### src/logic/msd_params.svh
// Constants for the memory space decoder
`ifndef MSD_PARAMS_SVH
`define MSD_PARAMS_SVH
`define MSD_RESET_VECTOR 16'h0000
`define MSD_VEC_EXT0 16'h0003
`define MSD_VEC_TMR0 16'h000B
`define MSD_VEC_EXT1 16'h0013
`define MSD_VEC_TMR1 16'h001B
`define MSD_VEC_SPACING 16'h0008
`define MSD_CODE_BYTES 8192
`define MSD_CODE_MASK 16'h1FFF
`define MSD_RAM_BYTES 256
`define MSD_LOW_TOP 8'h7F
`define MSD_BANK_BYTES 8'h08
`define MSD_BIT_BASE 8'h20
`define MSD_SFR_STATUS 8'hD0
`define MSD_BANK_HI_POS 4
`define MSD_BANK_LO_POS 3
`define MSD_SFR_BITADR_MASK 8'h07
`define MSD_STATUS_RESET 8'h00
`endif

### src/logic/msd_pkg.sv
// Types for the memory space decoder
package msd_pkg;
   typedef enum logic [1:0] {
      MSD_MODE_DIRECT,
      MSD_MODE_INDIRECT,
      MSD_MODE_REGISTER,
      MSD_MODE_BIT
   } msd_mode_e;

   typedef enum logic [2:0] {
      MSD_TGT_NONE,
      MSD_TGT_RAM,
      MSD_TGT_SFR,
      MSD_TGT_CODE
   } msd_tgt_e;

   typedef struct packed {
      logic valid;
      logic write;
      msd_mode_e mode;
      logic [7:0] addr;
      logic [7:0] wdata;
   } msd_dreq_s;

   typedef struct packed {
      logic valid;
      logic is_int;
      logic [1:0] int_src;
      logic is_indexed;
      logic [15:0] addr;
   } msd_creq_s;
endpackage

### src/logic/msd_decode.sv
// Memory space decoder: program fetch, data RAM, special registers, bits
`include "msd_params.svh"
`timescale 1ns/1ps
////////////////////////////////////////////////////////////////////////////////
module msd_decode (
   // Clock and reset
   input wire logic core_clk_i,
   input wire logic rst_i,
   // Program side
   input wire msd_pkg::msd_creq_s creq_i,
   input wire logic [7:0] acc_i,
   input wire logic [15:0] data_pointer_16_i,
   output logic [12:0] code_addr_o,
   output logic code_rd_o,
   // Data side
   input wire msd_pkg::msd_dreq_s dreq_i,
   input wire logic [2:0] bit_sel_i,
   input wire logic xdata_req_i,
   output logic [7:0] rdata_o,
   output logic rvalid_o,
   output logic bit_rdata_o,
   output logic sfr_sel_o,
   output logic sfr_we_o,
   output logic [7:0] sfr_addr_o,
   output logic [7:0] sfr_wdata_o,
   input wire logic [7:0] sfr_rdata_i,
   output logic xdata_nack_o,
   output logic [1:0] bank_o
);
   logic [7:0] status_reg;
   logic boot_reg;
   logic [15:0] cpc;
   logic [7:0] ram_addr;
   logic ram_we;
   logic [7:0] ram_wdata;
   logic [7:0] ram_rdata;
   logic to_sfr;
   logic to_ram;
   logic sfr_bit_ok;
   logic sfr_hit_reg;
   logic [2:0] bitpos_reg;
   logic bitmode_reg;
   logic [12:0] fetch_addr;
   logic [7:0] reg_addr;

   ////////////////////////////////////////////////////////////////////////////
   // Program space

   // Vector slot is reset vector plus 3 plus 8 times source
   always_comb begin
      if (creq_i.is_int) begin
         cpc = `MSD_VEC_EXT0 + `MSD_VEC_SPACING * {14'h0000, creq_i.int_src};
      end else if (creq_i.is_indexed) begin
         cpc = data_pointer_16_i + {8'h00, acc_i};
      end else begin
         cpc = creq_i.addr;
      end
   end

   // Reset vector wins only when the first fetch after reset is a plain one; vectors and table reads pass
   always_comb begin
      // Wraps inside 8K; no write path exists
      fetch_addr = cpc[12:0] & 13'(`MSD_CODE_MASK);
      if (boot_reg & ~creq_i.is_int & ~creq_i.is_indexed) begin
         fetch_addr = 13'(`MSD_RESET_VECTOR);
      end
   end

   always_ff @(posedge core_clk_i) begin
      if (rst_i) begin
         boot_reg <= 1'b1;
         code_addr_o <= 13'h0000;
         code_rd_o <= 1'b0;
      end else begin
         // A plain first fetch after reset is forced to the reset vector
         boot_reg <= boot_reg & ~creq_i.valid;
         // Every fetch is served on chip; no external strobe exists
         code_rd_o <= creq_i.valid;
         if (creq_i.valid) begin
            code_addr_o <= fetch_addr;
         end
      end
   end

   ////////////////////////////////////////////////////////////////////////////
   // Data space routing

   // Register banks sit in the lowest 32 bytes, bank bits from the status shadow
   assign reg_addr = {3'b000, status_reg[`MSD_BANK_HI_POS], status_reg[`MSD_BANK_LO_POS],
      dreq_i.addr[2:0]};

   // 80H-FFH holds two spaces; only the mode tells them apart
   always_comb begin
      to_sfr = 1'b0;
      to_ram = 1'b0;
      ram_addr = dreq_i.addr;
      sfr_bit_ok = 1'b0;
      case (dreq_i.mode)
         msd_pkg::MSD_MODE_DIRECT: begin
            to_sfr = dreq_i.addr > `MSD_LOW_TOP;
            to_ram = ~to_sfr;
         end
         msd_pkg::MSD_MODE_INDIRECT: begin
            to_ram = 1'b1;
         end
         msd_pkg::MSD_MODE_REGISTER: begin
            to_ram = 1'b1;
            ram_addr = reg_addr;
         end
         msd_pkg::MSD_MODE_BIT: begin
            if (dreq_i.addr > `MSD_LOW_TOP) begin
               // Bit in an aligned special register byte
               // Unaligned ones hit nothing and raise no rvalid
               sfr_bit_ok = (dreq_i.addr & `MSD_SFR_BITADR_MASK) == 8'h00;
               to_sfr = sfr_bit_ok;
            end else begin
               to_ram = 1'b1;
               ram_addr = `MSD_BIT_BASE + {4'h0, dreq_i.addr[6:3]};
            end
         end
         default: begin
            to_ram = 1'b0;
         end
      endcase
   end

   // Bit writes are read-modify-write; a bit write to RAM is taken as a byte
   // write of the merged value, so the CPU must supply the merged byte.
   assign ram_we = dreq_i.valid & dreq_i.write & to_ram;
   assign ram_wdata = dreq_i.wdata;

   // Read data registered, one cycle behind the address
   msd_ram u_ram (
      .core_clk_i(core_clk_i),
      .we_i(ram_we),
      .addr_i(ram_addr),
      .wdata_i(ram_wdata),
      .rdata_o(ram_rdata)
   );

   ////////////////////////////////////////////////////////////////////////////
   // Status word shadow

   // Only the bank bits are used; the core keeps the whole word
   always_ff @(posedge core_clk_i) begin
      if (rst_i) begin
         status_reg <= `MSD_STATUS_RESET;
      end else if (dreq_i.valid & dreq_i.write & to_sfr
                   & (dreq_i.addr == `MSD_SFR_STATUS)) begin
         status_reg <= dreq_i.wdata;
      end
   end

   // Bank output lags the status write by one cycle
   always_ff @(posedge core_clk_i) begin
      if (rst_i) begin
         bank_o <= 2'b00;
      end else begin
         bank_o <= status_reg[4:3];
      end
   end

   ////////////////////////////////////////////////////////////////////////////
   // Special register port and read return

   always_ff @(posedge core_clk_i) begin
      if (rst_i) begin
         sfr_sel_o <= 1'b0;
         sfr_we_o <= 1'b0;
         sfr_addr_o <= 8'h00;
         sfr_wdata_o <= 8'h00;
         xdata_nack_o <= 1'b0;
      end else begin
         sfr_sel_o <= dreq_i.valid & to_sfr;
         sfr_we_o <= dreq_i.valid & dreq_i.write & to_sfr;
         sfr_addr_o <= dreq_i.addr;
         sfr_wdata_o <= dreq_i.wdata;
         // No expansion data memory: every external move is refused
         xdata_nack_o <= xdata_req_i;
      end
   end

   always_ff @(posedge core_clk_i) begin
      if (rst_i) begin
         sfr_hit_reg <= 1'b0;
         bitpos_reg <= 3'b000;
         bitmode_reg <= 1'b0;
         rvalid_o <= 1'b0;
      end else begin
         sfr_hit_reg <= to_sfr;
         bitpos_reg <= (dreq_i.addr > `MSD_LOW_TOP) ? bit_sel_i : dreq_i.addr[2:0];
         bitmode_reg <= dreq_i.mode == msd_pkg::MSD_MODE_BIT;
         rvalid_o <= dreq_i.valid & ~dreq_i.write & (to_sfr | to_ram);
      end
   end

   // Read data lands one cycle after rvalid; SFR bit uses bit_sel_i
   always_ff @(posedge core_clk_i) begin
      if (rst_i) begin
         rdata_o <= 8'h00;
         bit_rdata_o <= 1'b0;
      end else begin
         rdata_o <= sfr_hit_reg ? sfr_rdata_i : ram_rdata;
         bit_rdata_o <= bitmode_reg & (sfr_hit_reg ? sfr_rdata_i[bitpos_reg]
                                                    : ram_rdata[bitpos_reg]);
      end
   end
endmodule

### src/logic/msd_ram.sv
// Internal 256 byte data RAM with registered read port
`timescale 1ns/1ps
module msd_ram (
   // Clock
   input wire logic core_clk_i,
   // Access
   input wire logic we_i,
   input wire logic [7:0] addr_i,
   input wire logic [7:0] wdata_i,
   output logic [7:0] rdata_o
);
   logic [7:0] mem_reg [0:255];

   always_ff @(posedge core_clk_i) begin
      if (we_i) begin
         mem_reg[addr_i] <= wdata_i;
      end
   end

   always_ff @(posedge core_clk_i) begin
      rdata_o <= mem_reg[addr_i];
   end
endmodule

### config.mk
export PLATFORM = sky130hd
export DESIGN_NAME = msd_decode
export DESIGN_NICKNAME = d
export VERILOG_FILES = /design/src/logic/msd_pkg.sv /design/src/logic/msd_decode.sv /design/src/logic/msd_ram.sv
export VERILOG_INCLUDE_DIRS = /design/src /design/src/logic
export SDC_FILE = /design/constraint.sdc
export NUM_CORES = 2
export LEC_CHECK = 0
export BUFFER_PORTS_ARGS = -buffer_cell sky130_fd_sc_hd__clkbuf_2
export CORE_ASPECT_RATIO = 0.75
export CORE_MARGIN = 4
export CORE_UTILIZATION = 24
export CTS_BUF_LIST = sky130_fd_sc_hd__clkbuf_4 sky130_fd_sc_hd__clkbuf_8
export CTS_CLUSTER_SIZE = 30
export DETAILED_ROUTE_END_ITERATION = 7
export HOLD_SLACK_MARGIN = 0.15
export PLACE_DENSITY = 0.38
export SLEW_MARGIN = 25
export SYNTH_ARGS = -nofsm -noshare
export SYNTH_HDL_FRONTEND = slang
export SYNTH_SLANG_ARGS = --single-unit
### constraint.sdc
create_clock -name core_clk_i -period 3.3 [get_ports core_clk_i]
set_input_delay 0 -clock core_clk_i [delete_from_list [all_inputs] [get_ports core_clk_i]]
set_output_delay 0 -clock core_clk_i [all_outputs]
set_load 0.01 [all_outputs]
=== Word-level counts from Yosys, hierarchy flattened ===
Memory sizes are Yosys's and may differ from the RTL's. A register that Yosys moved wholly into a read port is not among the register bits.
Cells that the tools add are included.

* $add $sub $neg: 3
* $lt $le $gt $ge: 2
* Eq/ne operators: 4
* Mux-type cells: 18
* Bitwise gates (word level): 17
* Reduce and logical (&&, ||, !) cells: 3

{| class="wikitable"
|+ Operators by type and width
! operator !! count
|-
| $mux 13 || 3
|-
| $mux 8 || 2
|-
| $pmux 8 s2 || 1
|-
| $add 13x8->13 || 1
|-
| $and 1x1->1 || 11
|-
| $eq 8x8->1 const B || 1
|-
| $gt 8x7->1 const B || 1
|-
| $logic_not 8->1 || 1
|-
| $add 6x4->7 const A || 1
|-
| $mux 1 || 7
|-
| $add 2x5->6 const A || 1
|-
| $bmux 1 s3 || 2
|-
| $not 1->1 || 5
|-
| $eq 2x2->1 const B || 2
|-
| $lt 3x4->1 const B || 1
|-
| $mux 3 || 1
|-
| $pmux 1 s3 || 1
|-
| $eq 2x1->1 const B || 1
|-
| $logic_not 2->1 || 1
|-
| $pmux 1 s2 || 1
|-
| $reduce_or 2->1 || 1
|-
| $or 1x1->1 || 1
|}

* Bits in registers: 56
* RAM bits: 2048
* Bits of input ports: 79
* Output and inout bits: 45
* Logic and storage cells: 64
* Memories: 1

{| class="wikitable"
|+ Memories
! memory !! words !! width !! read ports !! clocked after memory_dff !! wr ports !! RTL line !! source
|-
| u_ram.mem_reg || 256 || 8 || 1 || 1 || 1 || msd_ram.sv:12 || <nowiki>logic [7:0] mem_reg [0:255];</nowiki>
|}

=== Logic depth before layout (Yosys ltp) ===
* Depth after elaboration: 6
* Gate-level depth with buffers: 17
* Mapped depth without buffers: 12

=== Cells and area by module ===
A second synthesis with hierarchy kept.

* Cell total of the unflattened synthesis: 3813
* Area total of the unflattened synthesis: 81022.7 um2

{| class="wikitable"
|+ By module, submodules not included
! module !! times used !! cells an instance !! area each (um2)
|-
| msd_ram || 1 || 3547 || 78492.8
|-
| msd_decode || 1 || 266 || 2529.9
|}

=== Least setup slack after synthesis ===
No wires, ideal clock.

* Path kind: input port to flip-flop
* Start point: input dreq_i[16] (netlist name)
* End point: memory u_ram.mem_reg[104][0], enable pin
* Setup time: 370 ps
* Arrival time: 2606 ps
* Required time: 2930 ps
* Setup slack: 324 ps
* Stages on the path: 13
* Cell sequence: inv_1 -> ha_1 -> or3b_1 -> buf_4 -> a21o_1 -> buf_6 -> buf_2 -> buf_2 -> buf_2 -> nor2_1 -> nand2_1 -> clkbuf_1 -> nor2_1

* Longest elaborated chain between the ends: 6

{| class="wikitable"
|+ Ends and longest elaborated chain
! what !! RTL line !! source
|-
| start: declaration || msd_decode.sv:16 || <nowiki>input wire msd_pkg::msd_dreq_s dreq_i,</nowiki>
|-
| $eq 2x2->1 / $eq 2x1->1 (equally long branches) || msd_decode.sv:98 || <nowiki>case (dreq_i.mode)</nowiki>
|-
| $reduce_or 2->1 (no source line) || -- ||
|-
| $pmux 1 s3 || msd_decode.sv:98 ||
|-
| $and 1x1->1 || msd_decode.sv:129 || <nowiki>assign ram_we = dreq_i.valid & dreq_i.write & to_ram;</nowiki>
|-
| $mux 1 || msd_ram.sv:15 || <nowiki>if (we_i) begin</nowiki>
|-
| $mux 1 (not written as such) || msd_ram.sv:16 || <nowiki>mem_reg[addr_i] <= wdata_i;</nowiki>
|-
| end: declaration || msd_ram.sv:12 ||
|}

Several ways; a longest one is shown, not always the timed one.

=== Final worst setup path ===
* Start point: register status_reg[3]
* End point: register u_ram.rdata_o[4], read port of u_ram.mem_reg

* Longest elaborated chain between the ends: 1

{| class="wikitable"
|+ Ends and longest elaborated chain
! what !! RTL line !! source
|-
| start: declaration || msd_decode.sv:30 || <nowiki>logic [7:0] status_reg;</nowiki>
|-
| start signal: assignment || msd_decode.sv:147 || <nowiki>status_reg <= `MSD_STATUS_RESET;</nowiki>
|-
| start signal: assignment || msd_decode.sv:150 || <nowiki>status_reg <= dreq_i.wdata;</nowiki>
|-
| $pmux 8 s2 || msd_decode.sv:98 ||
|-
| end: declaration || msd_ram.sv:10 || <nowiki>output logic [7:0] rdata_o</nowiki>
|}

Every way passes these cells.
A chain may end at the register's enable or synchronous reset.

==> results.md <==
- Net Count, Synth: 4693
- Outcome: finished, final reports clean
- Element type at the critical path end: register
- H-tree depth: 5
- Top area cells in the synthesized netlist: edfxtp_1 (75%), mux4_2 (9.4%), nand2_1 (2.8%), dfxtp_1 (1.5%), a22oi_1 (1.5%)
- Placed instance area: between 0.09 and 0.1 mm²
- 1st-pass router iterations: 8
- Slew Limit Fails: 0
- WP data required: approximately 4200 ps
- CTS tree: built
- Dominant cell type by area after synthesis: edfxtp_1
- Crit-path max FO: 6
- Slew HR: 20.57%
- PD cells: 556.9 mW/mm²
- P_leak: 34.69 nW
- FF-to-FF End: u_ram.rdata_o[4]
- Switching Fraction: about a quarter
- Post-CTS setup buffer count: 0
- Gpl congestion: 0.8038
- Share of layout cells above drive strength 1: 31.49%
- Dpl ws: -771.9 ps
- Clk slew on worst S/H paths: 60 ps
- Yosys top cell area share: 74.64%
- First-pass GRT wire length: 416700 µm
- Reg2reg setup slack: around 120 ps
- Hold EP: bit_rdata_o
- Inst Count DP: a little under 10000
- Die width: 684.6 µm
- Fin util: 30.37%
- Post-synth top cells: edfxtp_1 (2048), nand2_1 (624), mux4_2 (343)
- Synth Flop Type: edfxtp_1
- Largest net degree at the start of global routing: 105
- Hpwl dp: 203900 µm
- Min cycle time layout: 3176 ps
- # IOs: 124
- Max_cap viols: 0
- Clock power frac: 39.9%
- Unique cell type count in the Yosys netlist: 76
- WS Path Type: reg2reg
- Mean routed wirelength per cell: 28.85 µm
- Longest Clk Path Bufs: 4
- DR iter-0 viols: 5221
- Final #Nets: 5920
- Max IR drop VDD: about 300 µV
- Startpoint Class: register
- WL final: 306100 µm
- Hold depth: 5
- Final setup fails: 0
- Worst Reg-to-Reg Cells: 14
- Worst Hold Launch: sfr_rdata_i[6]
- Most numerous cell in the Yosys netlist: edfxtp_1
- FP Rows: 186
- P&R area growth vs syn: 26.10%
- CTS Sinks: roughly 2100
- RR Startpoint: status_reg[3]
- Setup slack after layout: 124.5 ps
- Final Instance Count excl. Fillers: 10610
- Post-synthesis sequential area ratio: 76.12%
- Hold Fails Final Rpt: 0
- Synth warn: 0
- Total CTS buffers: between 300 and 400
- CP Data Arrival Time: just over 4000 ps
- Setup TNS Final: 0 ps
- Slew @ Worst Pin: roughly 1200 ps
- Drc violations: 0
- P_int: 43.52 mW
- Combinational share of power: under 10%
- Initial Util: approximately 24%
- Antenna viol nets, final: 0
- Buffers on Ports: 117
- Number of synthesized flops with an enable pin: 2048
- Via count: 48950
- Fin Clk Skew: approximately 54 ps
- Die height: 515.4 µm
- Vias in the first global route: between 40000 and 50000
- Sw power: 14.34 mW
- Syn Area/Cell: ~18 µm²
- Worst skew pair latency: 1000 ps
- Antenna violations before repair: 32
- GRT Util Overall: 16.92%
- Sequential share of power: around half
- CTS root buf: clkbuf_8
- Core area: 0.3421 mm²
- Maximum clock rate: 314.9 MHz
- Vias per inst: roughly 4.6
- Max FFs per register: 2048
- Async set-reset flop share out of synthesis: 0%
- Total gr overflow: 0
- Synth Register Bits: between 2000 and 2500
- RSZ-0062 raised after global routing: no
- Hold crit path type: in2reg
- Final Cycle Share: a little over nine tenths
- Design Area, Final: 0.1039 mm²
- Cells after synthesis: 4602
- Full die area: 0.3529 mm²
- Post-Syn Area: 0.08240 mm²
power by group through the flow:
stage | registers [mW] | logic, mW | clock network, mW
after global placement | 30.1 | 5.04 | 0
after CTS | 29.6 | 5.26 | 23.7
after detailed placement | 30.1 | 5.04 | 0
after floorplan | 30.1 | 2.05 | 0
final | 29.6 | 5.23 | 23.1
after global routing | 29.5 | 5.51 | 25.0
critical path, cell delays in order (launching register included):
cell and delay [ps]:
dfxtp_1 320, nand2_1 120, o311a_2 330, nor2_4 70
buf_12 150, and2_2 200, buf_12 150, buf_12 140
buf_4 160, a22oi_1 180, buf_4 160, nand4_1 80
o21ai_0 600, buf_4 250, nand4_1 90
cell usage in the layout (no fill, tap or decap), drive strengths merged, types with 8 or more instances in the layout:
master	Yosys	layout
ha	11	11
diode	0	9
bufinv	0	9
clkinv	1	116
nand4	74	74
nand3	212	212
nand2	624	624
edfxtp	2048	2048
a22o	8	8
a21oi	39	39
a22oi	161	161
a32oi	48	48
o21ai	30	30
clkbuf	112	577
nor3	22	22
nor2	321	321
nor2b	23	23
a31oi	55	55
and3	39	39
buf	162	875
clkinvlp	0	8
dfxtp	61	61
dlygate4sd3	0	170
inv	14	22
mux4	355	355
mux2i	84	84
final cells by class:
type,count,area (µm²)
fillers,33770,238200
well taps,4512,5645
inverters,15,56.30
clock inverters,140,909.6
diodes,9,22.52
clock buffers,468,5784
flip-flops and latches,2109,62720
repair buffers,1154,10690
multi-input cells,2204,18080
through the flow:
step	total power, mW	hold slack, ps
after floorplan	32.11	98.87
after global placement	35.16	212.2
after detailed placement	35.16	211.9
after CTS	58.54	152.4
after global routing	60.06	247.9
final	57.86	271.7
layer usage:
layer  up-vias  global-route usage (%)  wire length (µm)  part of all wire, %
li1      20820                       -                 -                    -
met4         2                   3.510              5575                  1.8
met5         -                       0                13               0.0042
met3       355                   5.193             28180                  9.2
met1     25880                   24.87            142900                   47
met2      1894                   24.41            129400                   42
how the worst max path moves through the flow:
| stage | from | to | slack [ps] | cells past startpoint |
|---|---|---|---|---|
| 4_1_cts | status_reg[3] | u_ram.rdata_o[4] | 80 | 14 |
| 3_3_place_gp | dreq_i[16] | u_ram.rdata_o[1] | -1080 | 14 |
| 6_report | status_reg[3] | u_ram.rdata_o[4] | 120 | 14 |
| 5_1_grt | status_reg[3] | u_ram.rdata_o[2] | 10 | 13 |
| 3_5_place_dp | dreq_i[16] | u_ram.rdata_o[3] | -770 | 15 |
| 2_1_floorplan | dreq_i[16] | u_ram.mem_reg[104][0] | 320 | 13 |
logic make-up after synthesis:
| kind of cell | share of synthesized area, % |
|---|---|
| simple gates | 7.025 |
| flops | 76.12 |
| compound gates | 3.564 |
| buf+inv | 2.246 |
| mux | 10.78 |
| fa+ha+maj | 0.1913 |
| xor+xnor | 0.07441 |
what timing repair did:
action | in CTS | in global routing
resized for setup | 1 | 2
hold endpoints to repair | 2339 | 10
hold buffers | 171 | 1
gates cloned | 0 | 0
setup endpoints to repair | 3 | 2
Power figures use the tool's default switching activity.
